==> src/logic/wdf_pkg.sv <==
// Constants and types shared by the FUA extended DMA write engine
package wdf_pkg;
    //****************************************
    // Command code
    //****************************************
    localparam logic [7:0] CMD_WR_FUA_EXT = 8'h3d;

    //****************************************
    // APB register byte offsets
    //****************************************
    localparam int ADDR_W = 12;
    localparam logic [ADDR_W-1:0] OFS_DATA = 12'h000;
    localparam logic [ADDR_W-1:0] OFS_ERR = 12'h004;
    localparam logic [ADDR_W-1:0] OFS_SCNT = 12'h008;
    localparam logic [ADDR_W-1:0] OFS_SNUM = 12'h00c;
    localparam logic [ADDR_W-1:0] OFS_CYLO = 12'h010;
    localparam logic [ADDR_W-1:0] OFS_CYHI = 12'h014;
    localparam logic [ADDR_W-1:0] OFS_DEVH = 12'h018;
    localparam logic [ADDR_W-1:0] OFS_STAT = 12'h01c;
    localparam logic [ADDR_W-1:0] OFS_DCTL = 12'h020;
    localparam logic [ADDR_W-1:0] OFS_ISTA = 12'h024;
    localparam logic [ADDR_W-1:0] OFS_IMSK = 12'h028;

    //****************************************
    // Field positions and values
    //****************************************
    localparam int ERR_CRC = 7;
    localparam int ERR_IDN = 4;
    localparam int ERR_ABT = 2;
    localparam logic [7:0] ERR_MASK = 8'h94;
    localparam int ST_RDY = 6;
    localparam int ST_DSC = 4;
    localparam int ST_ERR = 0;
    localparam logic [7:0] RST_STATUS = 8'h50;
    localparam logic [7:0] ERR_STATUS = 8'h51;
    localparam int DCTL_HOB = 7;
    localparam int INT_N = 2;
    localparam int INT_DONE = 0;
    localparam int INT_DROP = 1;

    //****************************************
    // Transfer sizes
    //****************************************
    localparam int WORDS_PER_SECTOR = 256;
    localparam logic [16:0] SEC_CNT_ZERO = 17'h10000;

    typedef enum logic [1:0] {
        WDF_IDLE = 2'b00,
        WDF_XFER = 2'b01,
        WDF_COMMIT = 2'b10
    } wdf_state_t;
endpackage : wdf_pkg

==> src/logic/wdf_irq_if.sv <==
// Event and mask signals between the engine and its interrupt unit
`timescale 1ns/1ps
`default_nettype none
interface wdf_irq_if #(
    parameter int N = wdf_pkg::INT_N
);
    logic [N-1:0] ev;
    logic [N-1:0] clr;
    logic [N-1:0] maskIn;
    logic maskWr;
    logic [N-1:0] stat;
    logic [N-1:0] mask;
    logic irq;
    modport core (output ev, clr, maskIn, maskWr, input stat, mask, irq);
    modport unit (input ev, clr, maskIn, maskWr, output stat, mask, irq);
endinterface : wdf_irq_if
`default_nettype wire

==> src/logic/wdf_irq.sv <==
// Sticky interrupt status, mask and level interrupt output
`timescale 1ns/1ps
`default_nettype none
module wdf_irq (
    // Clock and synchronised reset
    input wire logic mclk,
    input wire logic rstN,
    // Engine side
    wdf_irq_if.unit ir
);
    import wdf_pkg::*;

    typedef struct packed {
        logic [INT_N-1:0] stat;
        logic [INT_N-1:0] mask;
        logic irq;
    } wdf_irq_state_t;

    wdf_irq_state_t s;
    wdf_irq_state_t n;

    //****************************************
    // Next state
    //****************************************
    always_comb
    begin
        n = s;
        // Set beats clear so no event is lost
        n.stat = (s.stat & ~ir.clr) | ir.ev;
        if (ir.maskWr)
        begin
            n.mask = ir.maskIn;
        end
        n.irq = |(n.stat & n.mask);
    end

    always_ff @(posedge mclk or negedge rstN)
    begin
        if (!rstN)
        begin
            s <= '0;
        end
        else
        begin
            s <= n;
        end
    end

    assign ir.stat = s.stat;
    assign ir.mask = s.mask;
    assign ir.irq = s.irq;
endmodule : wdf_irq
`default_nettype wire

==> src/logic/wdf_top.sv <==
// FUA extended DMA write command engine behind an APB taskfile
//
// The APB interface to the registers and the register offsets are this design's own decisions.
`timescale 1ns/1ps
`default_nettype none
//****************************************
// What this block does
// - Code 3Dh starts FUA extended write
// - All sectors committed before ending status
// - Data arrives as 16-bit words
// - Data words accepted only under dmaReq
// - One interrupt per command, after status
// - Unrecoverable error stops at failing sector
// - Sixteen-bit count, zero means 65536
// - Failing LBA reported in address registers
// - Error register shows only CRC, IDN, ABT
// - Ending status clears BSY, DF, COR
//****************************************
module wdf_top #(
    parameter int WORDS_PER_SECTOR = wdf_pkg::WORDS_PER_SECTOR
)(
    // Clock and reset
    input wire logic mclk,
    input wire logic nrst,
    // APB slave
    input wire logic [wdf_pkg::ADDR_W-1:0] paddr,
    input wire logic psel,
    input wire logic penable,
    input wire logic pwrite,
    input wire logic [31:0] pwdata,
    output logic [31:0] prdata,
    output logic pready,
    output logic pslverr,
    // Host DMA request
    output logic dmaReq,
    // Media write port
    output logic mediaValid,
    output logic [15:0] mediaWord,
    output logic mediaLast,
    input wire logic mediaReady,
    input wire logic mediaSecAck,
    input wire logic mediaFault,
    input wire logic linkCrcFault,
    // Interrupt
    output logic irq
);
    import wdf_pkg::*;

    localparam int WIDX_W = $clog2(WORDS_PER_SECTOR);
    localparam logic [WIDX_W-1:0] LAST_WORD =
        WIDX_W'(WORDS_PER_SECTOR - 1);

    typedef struct packed {
        wdf_state_t state;
        logic [15:0] cnt;
        logic [15:0] snum;
        logic [15:0] cylo;
        logic [15:0] cyhi;
        logic [7:0] devh;
        logic hob;
        logic [7:0] errBits;
        logic [7:0] status;
        logic [WIDX_W-1:0] wordIdx;
        logic [16:0] xferLeft;
        logic [16:0] ackLeft;
        logic [47:0] ackLba;
        logic dmaReq;
        logic pready;
        logic pslverr;
        logic [31:0] prdata;
        logic mediaValid;
        logic mediaLast;
        logic [15:0] mediaWord;
        logic doneEv;
        logic dropEv;
    } wdf_core_t;

    wdf_core_t s;
    wdf_core_t n;

    //****************************************
    // Reset release
    //****************************************
    logic rstMeta;
    logic rstN;

    always_ff @(posedge mclk or negedge nrst)
    begin
        if (!nrst)
        begin
            rstMeta <= 1'b0;
            rstN <= 1'b0;
        end
        else
        begin
            rstMeta <= 1'b1;
            rstN <= rstMeta;
        end
    end

    //****************************************
    // Interrupt unit
    //****************************************
    wdf_irq_if #(.N(INT_N)) irBus();

    wdf_irq uIrq (
        .mclk(mclk),
        .rstN(rstN),
        .ir(irBus.unit)
    );

    assign irBus.ev = {s.dropEv, s.doneEv};

    function automatic logic [31:0] hobSel(input logic [15:0] r,
                                           input logic h);
        hobSel = {24'h0, h ? r[15:8] : r[7:0]};
    endfunction : hobSel

    //****************************************
    // Next state
    //****************************************
    logic busy;
    logic acc;
    logic fin;
    logic mapped;
    logic stall;
    logic fault;
    logic [31:0] rdVal;
    logic [47:0] startLba;
    logic [47:0] failLba;

    always_comb
    begin
        n = s;
        n.mediaValid = 1'b0;
        n.mediaLast = 1'b0;
        n.doneEv = 1'b0;
        n.dropEv = 1'b0;
        n.pready = 1'b0;
        n.pslverr = 1'b0;
        n.prdata = 32'h0;
        busy = s.state != WDF_IDLE;
        acc = psel && penable;
        fin = acc && s.pready;
        fault = busy && (mediaFault || linkCrcFault);
        startLba = {s.cyhi[15:8], s.cylo[15:8], s.snum[15:8],
                    s.cyhi[7:0], s.cylo[7:0], s.snum[7:0]};
        // A sector acked with the fault was good; blame the next
        failLba = mediaSecAck ? s.ackLba + 48'h1 : s.ackLba;
        mapped = 1'b1;
        case (paddr)
            OFS_DATA: rdVal = 32'h0;
            OFS_ERR: rdVal = {24'h0, s.errBits & ERR_MASK};
            OFS_SCNT: rdVal = hobSel(s.cnt, s.hob);
            OFS_SNUM: rdVal = hobSel(s.snum, s.hob);
            OFS_CYLO: rdVal = hobSel(s.cylo, s.hob);
            OFS_CYHI: rdVal = hobSel(s.cyhi, s.hob);
            OFS_DEVH: rdVal = {24'h0, s.devh};
            OFS_STAT: rdVal = {24'h0, busy, s.status[ST_RDY], 1'b0,
                               s.status[ST_DSC], s.dmaReq, 2'b00,
                               s.status[ST_ERR]};
            OFS_DCTL: rdVal = {24'h0, s.hob, 7'h0};
            OFS_ISTA: rdVal = 32'(irBus.stat);
            OFS_IMSK: rdVal = 32'(irBus.mask);
            default:
            begin
                rdVal = 32'h0;
                mapped = 1'b0;
            end
        endcase

        // Media back-pressure holds the data write in wait states
        stall = pwrite && paddr == OFS_DATA && s.dmaReq && !mediaReady;
        if (acc && !s.pready && !stall)
        begin
            n.pready = 1'b1;
            n.pslverr = !mapped;
            n.prdata = (pwrite || !mapped) ? 32'h0 : rdVal;
        end

        irBus.clr = (fin && pwrite && paddr == OFS_ISTA) ?
            pwdata[INT_N-1:0] : '0;
        irBus.maskWr = fin && pwrite && paddr == OFS_IMSK;
        irBus.maskIn = pwdata[INT_N-1:0];

        // Count and LBA loads shift current byte into previous; DEVH loads whole
        if (fin && pwrite && paddr == OFS_DCTL)
        begin
            n.hob = pwdata[DCTL_HOB];
        end
        if (fin && pwrite && !busy)
        begin
            case (paddr)
                OFS_SCNT: n.cnt = {s.cnt[7:0], pwdata[7:0]};
                OFS_SNUM: n.snum = {s.snum[7:0], pwdata[7:0]};
                OFS_CYLO: n.cylo = {s.cylo[7:0], pwdata[7:0]};
                OFS_CYHI: n.cyhi = {s.cyhi[7:0], pwdata[7:0]};
                OFS_DEVH: n.devh = pwdata[7:0];
                OFS_STAT:
                begin
                    if (pwdata[7:0] == CMD_WR_FUA_EXT)
                    begin
                        n.state = WDF_XFER;
                        n.dmaReq = 1'b1;
                        n.xferLeft = (s.cnt == 16'h0) ? SEC_CNT_ZERO :
                            {1'b0, s.cnt};
                        n.ackLeft = n.xferLeft;
                        n.ackLba = startLba;
                        n.wordIdx = '0;
                        n.errBits = 8'h0;
                        n.status = RST_STATUS;
                    end
                    else
                    begin
                        // Only this command is served; others abort
                        n.errBits = 8'h0;
                        n.errBits[ERR_ABT] = 1'b1;
                        n.status = ERR_STATUS;
                        n.doneEv = 1'b1;
                    end
                end
                default:
                begin
                end
            endcase
        end

        // Data words go straight to the media port
        if (fin && pwrite && paddr == OFS_DATA)
        begin
            if (s.dmaReq)
            begin
                n.mediaValid = 1'b1;
                n.mediaWord = pwdata[15:0];
                n.wordIdx = s.wordIdx + 1'b1;
                if (s.wordIdx == LAST_WORD)
                begin
                    n.mediaLast = 1'b1;
                    n.wordIdx = '0;
                    n.xferLeft = s.xferLeft - 17'h1;
                    if (s.xferLeft == 17'h1)
                    begin
                        n.dmaReq = 1'b0;
                        n.state = WDF_COMMIT;
                    end
                end
            end
            else
            begin
                n.dropEv = 1'b1;
            end
        end

        // Ending status waits for every sector on the media
        if (busy && mediaSecAck)
        begin
            n.ackLba = s.ackLba + 48'h1;
            n.ackLeft = s.ackLeft - 17'h1;
            if (s.state == WDF_COMMIT && s.ackLeft == 17'h1)
            begin
                n.state = WDF_IDLE;
                n.status = RST_STATUS;
                n.errBits = 8'h0;
                n.doneEv = 1'b1;
            end
        end

        // Unrecoverable fault ends the command at once
        if (fault)
        begin
            n.state = WDF_IDLE;
            n.dmaReq = 1'b0;
            n.errBits = 8'h0;
            n.errBits[ERR_CRC] = linkCrcFault;
            n.errBits[ERR_ABT] = linkCrcFault;
            n.errBits[ERR_IDN] = mediaFault;
            n.ackLba = failLba;
            n.snum = {failLba[31:24], failLba[7:0]};
            n.cylo = {failLba[39:32], failLba[15:8]};
            n.cyhi = {failLba[47:40], failLba[23:16]};
            n.status = ERR_STATUS;
            n.doneEv = 1'b1;
        end
    end

    always_ff @(posedge mclk or negedge rstN)
    begin
        if (!rstN)
        begin
            s <= '0;
            s.status <= RST_STATUS;
        end
        else
        begin
            s <= n;
        end
    end

    //****************************************
    // Outputs
    //****************************************
    assign prdata = s.prdata;
    assign pready = s.pready;
    assign pslverr = s.pslverr;
    assign dmaReq = s.dmaReq;
    assign mediaValid = s.mediaValid;
    assign mediaWord = s.mediaWord;
    assign mediaLast = s.mediaLast;
    assign irq = irBus.irq;
endmodule : wdf_top
`default_nettype wire

==> config.mk <==
export PLATFORM = sky130hd
export DESIGN_NAME = wdf_top
export DESIGN_NICKNAME = d
export VERILOG_FILES = /design/src/logic/wdf_pkg.sv /design/src/logic/wdf_irq_if.sv /design/src/logic/wdf_irq.sv /design/src/logic/wdf_top.sv
export SDC_FILE = /design/constraint.sdc
export NUM_CORES = 1
export LEC_CHECK = 0
export ABC_AREA = 1
export BUFFER_PORTS_ARGS = -buffer_cell sky130_fd_sc_hd__buf_2
export CAP_MARGIN = 20
export CORE_MARGIN = 2
export CORE_UTILIZATION = 50
export DETAILED_ROUTE_END_ITERATION = 8
export PLACE_DENSITY = 0.67
export SETUP_SLACK_MARGIN = 0.1
export SYNTH_ARGS = -nofsm -noshare
export SYNTH_HDL_FRONTEND = slang
export SYNTH_SLANG_ARGS = --single-unit
==> constraint.sdc <==
create_clock -name mclk -period 9.31 [get_ports mclk]
set_input_delay 2.793 -clock mclk [delete_from_list [all_inputs] [get_ports mclk]]
set_output_delay 2.793 -clock mclk [all_outputs]
set_load 0.03 [all_outputs]
Word level (Yosys, flattened, before mapping). Cells that the tools add are included.

Equality and inequality tests: 15. Reduce and logical (&&, ||, !) cells: 46. Bitwise logic cells: 4. Add/sub/neg operators: 4. Muxes and demuxes: 55.

Operators by type and width (number): $mux 107 (2); $mux 16 (7); $mux 48 (2); $mux 91 (1); $pmux 8 s10 (1); $mux 25 (3); $mux 74 (1); $mux 65 (1); $mux 49 (1); $add 48x1->48 const B (1); $eq 12x5->1 const B (4); $mux 8 (5); $eq 12x6->1 const B (3); $mux 18 (2); $eq 17x1->1 const B (2); $mux 34 (1); $sub 17x1->17 const B (2); $mux 32 (1); $eq 12x4->1 const B (2); $mux 2 (11); $mux 17 (1); $logic_and 1x1->1 (16); $logic_not 16->1 (1); $reduce_bool 2->1 (8); 18 further kinds (45).

Bits of input ports: 53. Bits in registers: 243. Word-level logic and storage cells: 151.

Longest topological paths before layout.
Depth after elaboration: 12. Mapped depth: 14. Gate-level depth less buffers: 13.

Hierarchy. A second synthesis with hierarchy kept.

Cells, all modules: 1988. Area, all modules: 13429.1 sq um.

Modules (own cells, without submodules): wdf_top (sequential area each 5107.4 sq um, times used 1, area an instance 13231.4 sq um, cells each 1965); wdf_irq (sequential area each 125.1 sq um, times used 1, area an instance 197.7 sq um, cells each 23).

Worst setup path before layout. OpenSTA, ideal clock, no wires.

Kind: input-to-reg. Start point: input port paddr[6] (netlist bit). End point: register s[69] (netlist bit). Required time: 9.180 ns. Slack: 5.147 ns. Stages on the path: 14. Setup time: 0.130 ns. Arrival time: 4.033 ns. Cell sequence: inv_1 > nand2_1 > nor2_4 > nand2_4 > nor2_4 > nand3_4 > inv_4 > nand2_2 > nand2_4 > nor2_2 > buf_6 > buf_6 > nand2_1 > nand3_1.

Longest elaborated chain between the ends: 3.

Ends and longest elaborated chain: start, declared (RTL line wdf_top.sv:26) `input wire logic [wdf_pkg::ADDR_W-1:0] paddr,`; $eq 12x5->1 (RTL line wdf_top.sv:193) `case (paddr)`; $reduce_bool 3->1 (no source line); $reduce_and 3->1 (no source line); end signal, assigned (RTL line wdf_top.sv:295) `s <= n;`; end, declared (RTL line wdf_top.sv:78) `wdf_core_t s;`.

Every way passes these cells. A chain may end at the register's enable or synchronous reset.

==> run_results.csv <==
group,metric,value,unit
placed_design,gp_congestion,0.997,
floorplanning,core_area,26700,sq um
synth,seq_area_frac_synth,38.8,%
min_path,hold_path_class,"reg -> async",
timing,rsz0062_at_grt,"false",
worst_setup_path,worstReg2RegStart,"s[234]",
timing,tightest_slew,1.11,ns
worst_setup_path,worstPathArrival,5.61,ns
worst_setup_path,crit_top_cell,"nand2_1",
placed_design,io_buffers,66,
clock_tree,postCtsSetupRepairBufs,0,
timing,setup_viol,0,
drt,viasPerCell,5.58,
run_status,status,"finished clean",
timing,slew_headroom,26.2,%
final_layout,drive_above_1_share,9.01,%
timing,hold_viol_final,0,
worst_setup_path,ff2ff_setup_slack,6.08,ns
worst_setup_path,critPathRequiredTime,9.79,ns
pwr,p_per_area,227,nW/um^2
pwr,ir_drop,0.000158,V
worst_setup_path,cp-end-kind,"flip-flop",
pwr,power,3.33,mW
worst_setup_path,regToRegEndpoint,"s[199]",
drt,drc,0,
worst_setup_path,path_cells,"buf_2 -> nand2_1 -> nor2_4 -> nand2_2 -> inv_2 -> nand3_4 -> nor2_4 -> buf_4 -> nand2_1 -> o211ai_2 -> nand2_1 -> inv_1",
synth,ys_ff_latch,209,
synth,ys.warnings.count,0,
clock_tree,cts_tree,"yes",
worst_setup_path,max_stage_delay,0.67,ns
clock_tree,clk_latency,0.54,ns
global_route,overflow,0,
clock_tree,h-tree-depth,1,
synth,synth-simple-area-share,35.5,%
worst_setup_path,reg2reg_depth,11,
synth,yosysTopAreaCell,"dfrtp_1",
synth,synth_compound_area_share,11.8,%
clock_tree,cts-root-buf,"clkbuf_16",
clock_tree,hold_buffers,0,
timing,min_period,5.13,ns
floorplanning,die_area,28300,sq um
final_layout,fillers,2605,
placed_design,dp_slack,3.69,ns
drt,ant_nets,0,
clock_tree,post_cts_resized,0,
final_layout,n_antenna_cell,0,
clock_tree,cts_sinks,209,
global_route,first_global_vias,12400,
synth,synthMuxAreaShare,0.158,%
final_layout,final_nets,2061,
placed_design,hpwl,28.8,mm
floorplanning,initial_core_util,50.4,%
synth,ys_types,45,
worst_setup_path,crit_family,"buffers and inverters",
worst_setup_path,cp_slowest_cell,"inv_2",
worst_setup_path,critPathLaunchType,"primary input",
synth,post_synth_fa_ha_maj_area_fraction,0.557,%
timing,finalClockSkew,0.0155,ns
flow_run,drv_cap,0,
global_route,grt_max_degree,70,
floorplanning,die_w,168,um
synth,synth_top_family_by_area,"simple AND/OR/NAND/NOR gates",
global_route,grt_pass1_wl,67.0,mm
synth,synthCells,1988,
worst_setup_path,cp_num_cells,12,
timing,fmax,195,MHz
final_layout,utilization,54.9,%
global_route,grt_usage,29.9,%
drt,wl_per_cell,17.7,um
drt,drtIter0Drc,1358,
timing,fin_ws,4.18,ns
worst_setup_path,crit_path_max_fanout,55,
synth,synth_area_per_cell,6.78,sq um
synth,synth_area_leaders,"dfrtp_1 (38%), nand2_1 (18%), nor2_1 (6.7%)",
global_route,antenna_found_initial,1,
pwr,p_leak,7.27,nW
synth,syn-cell-area,13500,sq um
clock_tree,cts.reportedPaths.clkPinSlew,0.06,ns
timing,tns,0,ns
floorplanning,io_pins,107,
worst_setup_path,worst-setup-path-type,"in -> reg",
worst_setup_path,path_buf_inv,4,
timing,slew_viol_final,0,
floorplanning,rows,60,
floorplanning,chipHeight,168,um
final_layout,syn2layout_area_growth,8.76,%
clock_tree,cts_buffers,25,
clock_tree,cts_buffer_depth,3,
synth,synthXorXnorAreaFrac,2.66,%
timing,min_period_over_period,55.1,%
drt,num_vias,13200,
synth,yosysTopAreaCellShare,38.4,%
drt,drt_first_pass_iters,6,
drt,routed_wl,41.7,mm
## power by group
part	internal [mW]	switching (mW)	total (mW)	leakage [nW]
clock	0.678	0.405	1.08	0.446
sequential	1.15	0.298	1.45	2.65
combinational	0.280	0.520	0.800	4.18
total	2.10	1.22	3.33	7.27
## registers in the layout (all words and copies together), names as in the netlist
signal	count
mediaValid	1
uIrq.ir.irq	1
mediaLast	1
s	171
pready	1
mediaWord	16
rstMeta	1
dmaReq	1
pslverr	1
rstN	1
prdata	8
irBus.ev	2
uIrq.ir.mask	2
uIrq.ir.stat	2
## cells by family (layout without fill, tap and decap cells)
kind of cell	Yosys count	count (layout)
simple gates	1135	1135
other cells	2	25
flops	209	209
mux	2	2
compound gates	292	292
buf+inv	301	310
xor+xnor	41	41
fa+ha+maj	6	6
## worst max path at each step
stage | from | endpoint | slack (ns)
CTS | psel | s[132] | 4.25
finish | psel | s[132] | 4.18
floorplan | rstN | dmaReq | 3.06
global route | psel | s[132] | 4.00
global placement | psel | s[128] | 3.72
detailed placement | psel | s[132] | 3.69
## synthesized netlist by cell type
cell type  number
buf_6           7
nor4_1          4
a31oi_1         5
mux2i_1         1
nor3_2          3
o21ai_0       105
clkinv_2        1
buf_4          51
dfstp_2         2
nor3_1         10
a21oi_1       105
o21ai_1        40
a22oi_1        13
o21ai_2         4
ha_1            6
conb_1          2
dfrtp_1       207
o211ai_2        4
inv_4           1
o211ai_1       12
inv_1         175
inv_2           7
xnor2_1         4
nand3b_1        1
nand3_4         2
or2_2           1
nor2_2         10
o31ai_1         2
nor2_4          8
nor2_1        239
o311ai_0        1
nand2_4         3
clkbuf_1       37
xor2_1         37
nand2_2         3
nor3b_1         2
nand3_2         4
nand4_1        33
buf_2          20
a31oi_2         1
nand2_1       652
buf_1           2
mux2_2          1
nand3_1       158
nor3_4          2
## layout make-up
cell class / instances / area, sq um / area share, %
Clock buffer: 34 / 719 / 4.91
Sequential cell: 209 / 5240 / 35.7
Clock inverter: 11 / 190 / 1.30
Inverter: 184 / 694 / 4.74
Timing Repair Buffer: 81 / 450 / 3.07
Multi-Input combinational cell: 1501 / 6940 / 47.4
Tap cell: 341 / 427 / 2.91
## per-stage QoR
| stage | instance area (sq um) | hold slack [ns] | std cells |
|---|---|---|---|
| 2_1_floorplan | 13600 | 0.331 | 2011 |
| 3_3_place_gp | 13700 | 0.337 | 2315 |
| 3_5_place_dp | 13700 | 0.348 | 2316 |
| 4_1_cts | 14700 | 0.355 | 2361 |
| 5_1_grt | 14700 | 0.378 | 2361 |
| 6_report | 14700 | 0.322 | 2361 |
## worst reg2reg max path: stages, from the launching register on
cell     delay, ns
dfrtp_1       0.36
inv_1         0.11
nand2_2       0.19
o21ai_4       0.10
buf_4         0.51
buf_4         0.64
nand2_1       0.19
o21ai_2       0.09
buf_4         0.34
inv_1         0.34
nor2_1        0.18
a21oi_1       0.06
## layout by cell type, fill, tap and decap left out, types with 4 or more instances in the layout
master,count
conb_1,25
a22oi_1,13
nor2_1,239
xnor2_1,4
nand2_1,652
a31oi_1,5
bufinv_16,5
nor4_1,4
o211ai_1,12
nand4_1,33
nor3_1,10
nor2_4,9
dfrtp_1,206
inv_1,174
clkinv_2,4
o21ai_0,105
a21oi_1,105
inv_2,8
buf_4,14
buf_2,66
o211ai_2,4
nand3_1,158
clkbuf_8,6
nor2_2,9
xor2_1,37
clkbuf_16,25
nand3_2,4
ha_1,6
o21ai_1,40
## layer usage
metal,GRT usage [%],vias up,wire length (um)
met4,11.3,2,1690
li1,-,6347,-
met1,41.0,6210,17900
met3,4.91,102,3190
met2,47.7,508,18900
met5,0,-,13
No activity file was read; power rests on OpenSTA's default activity.
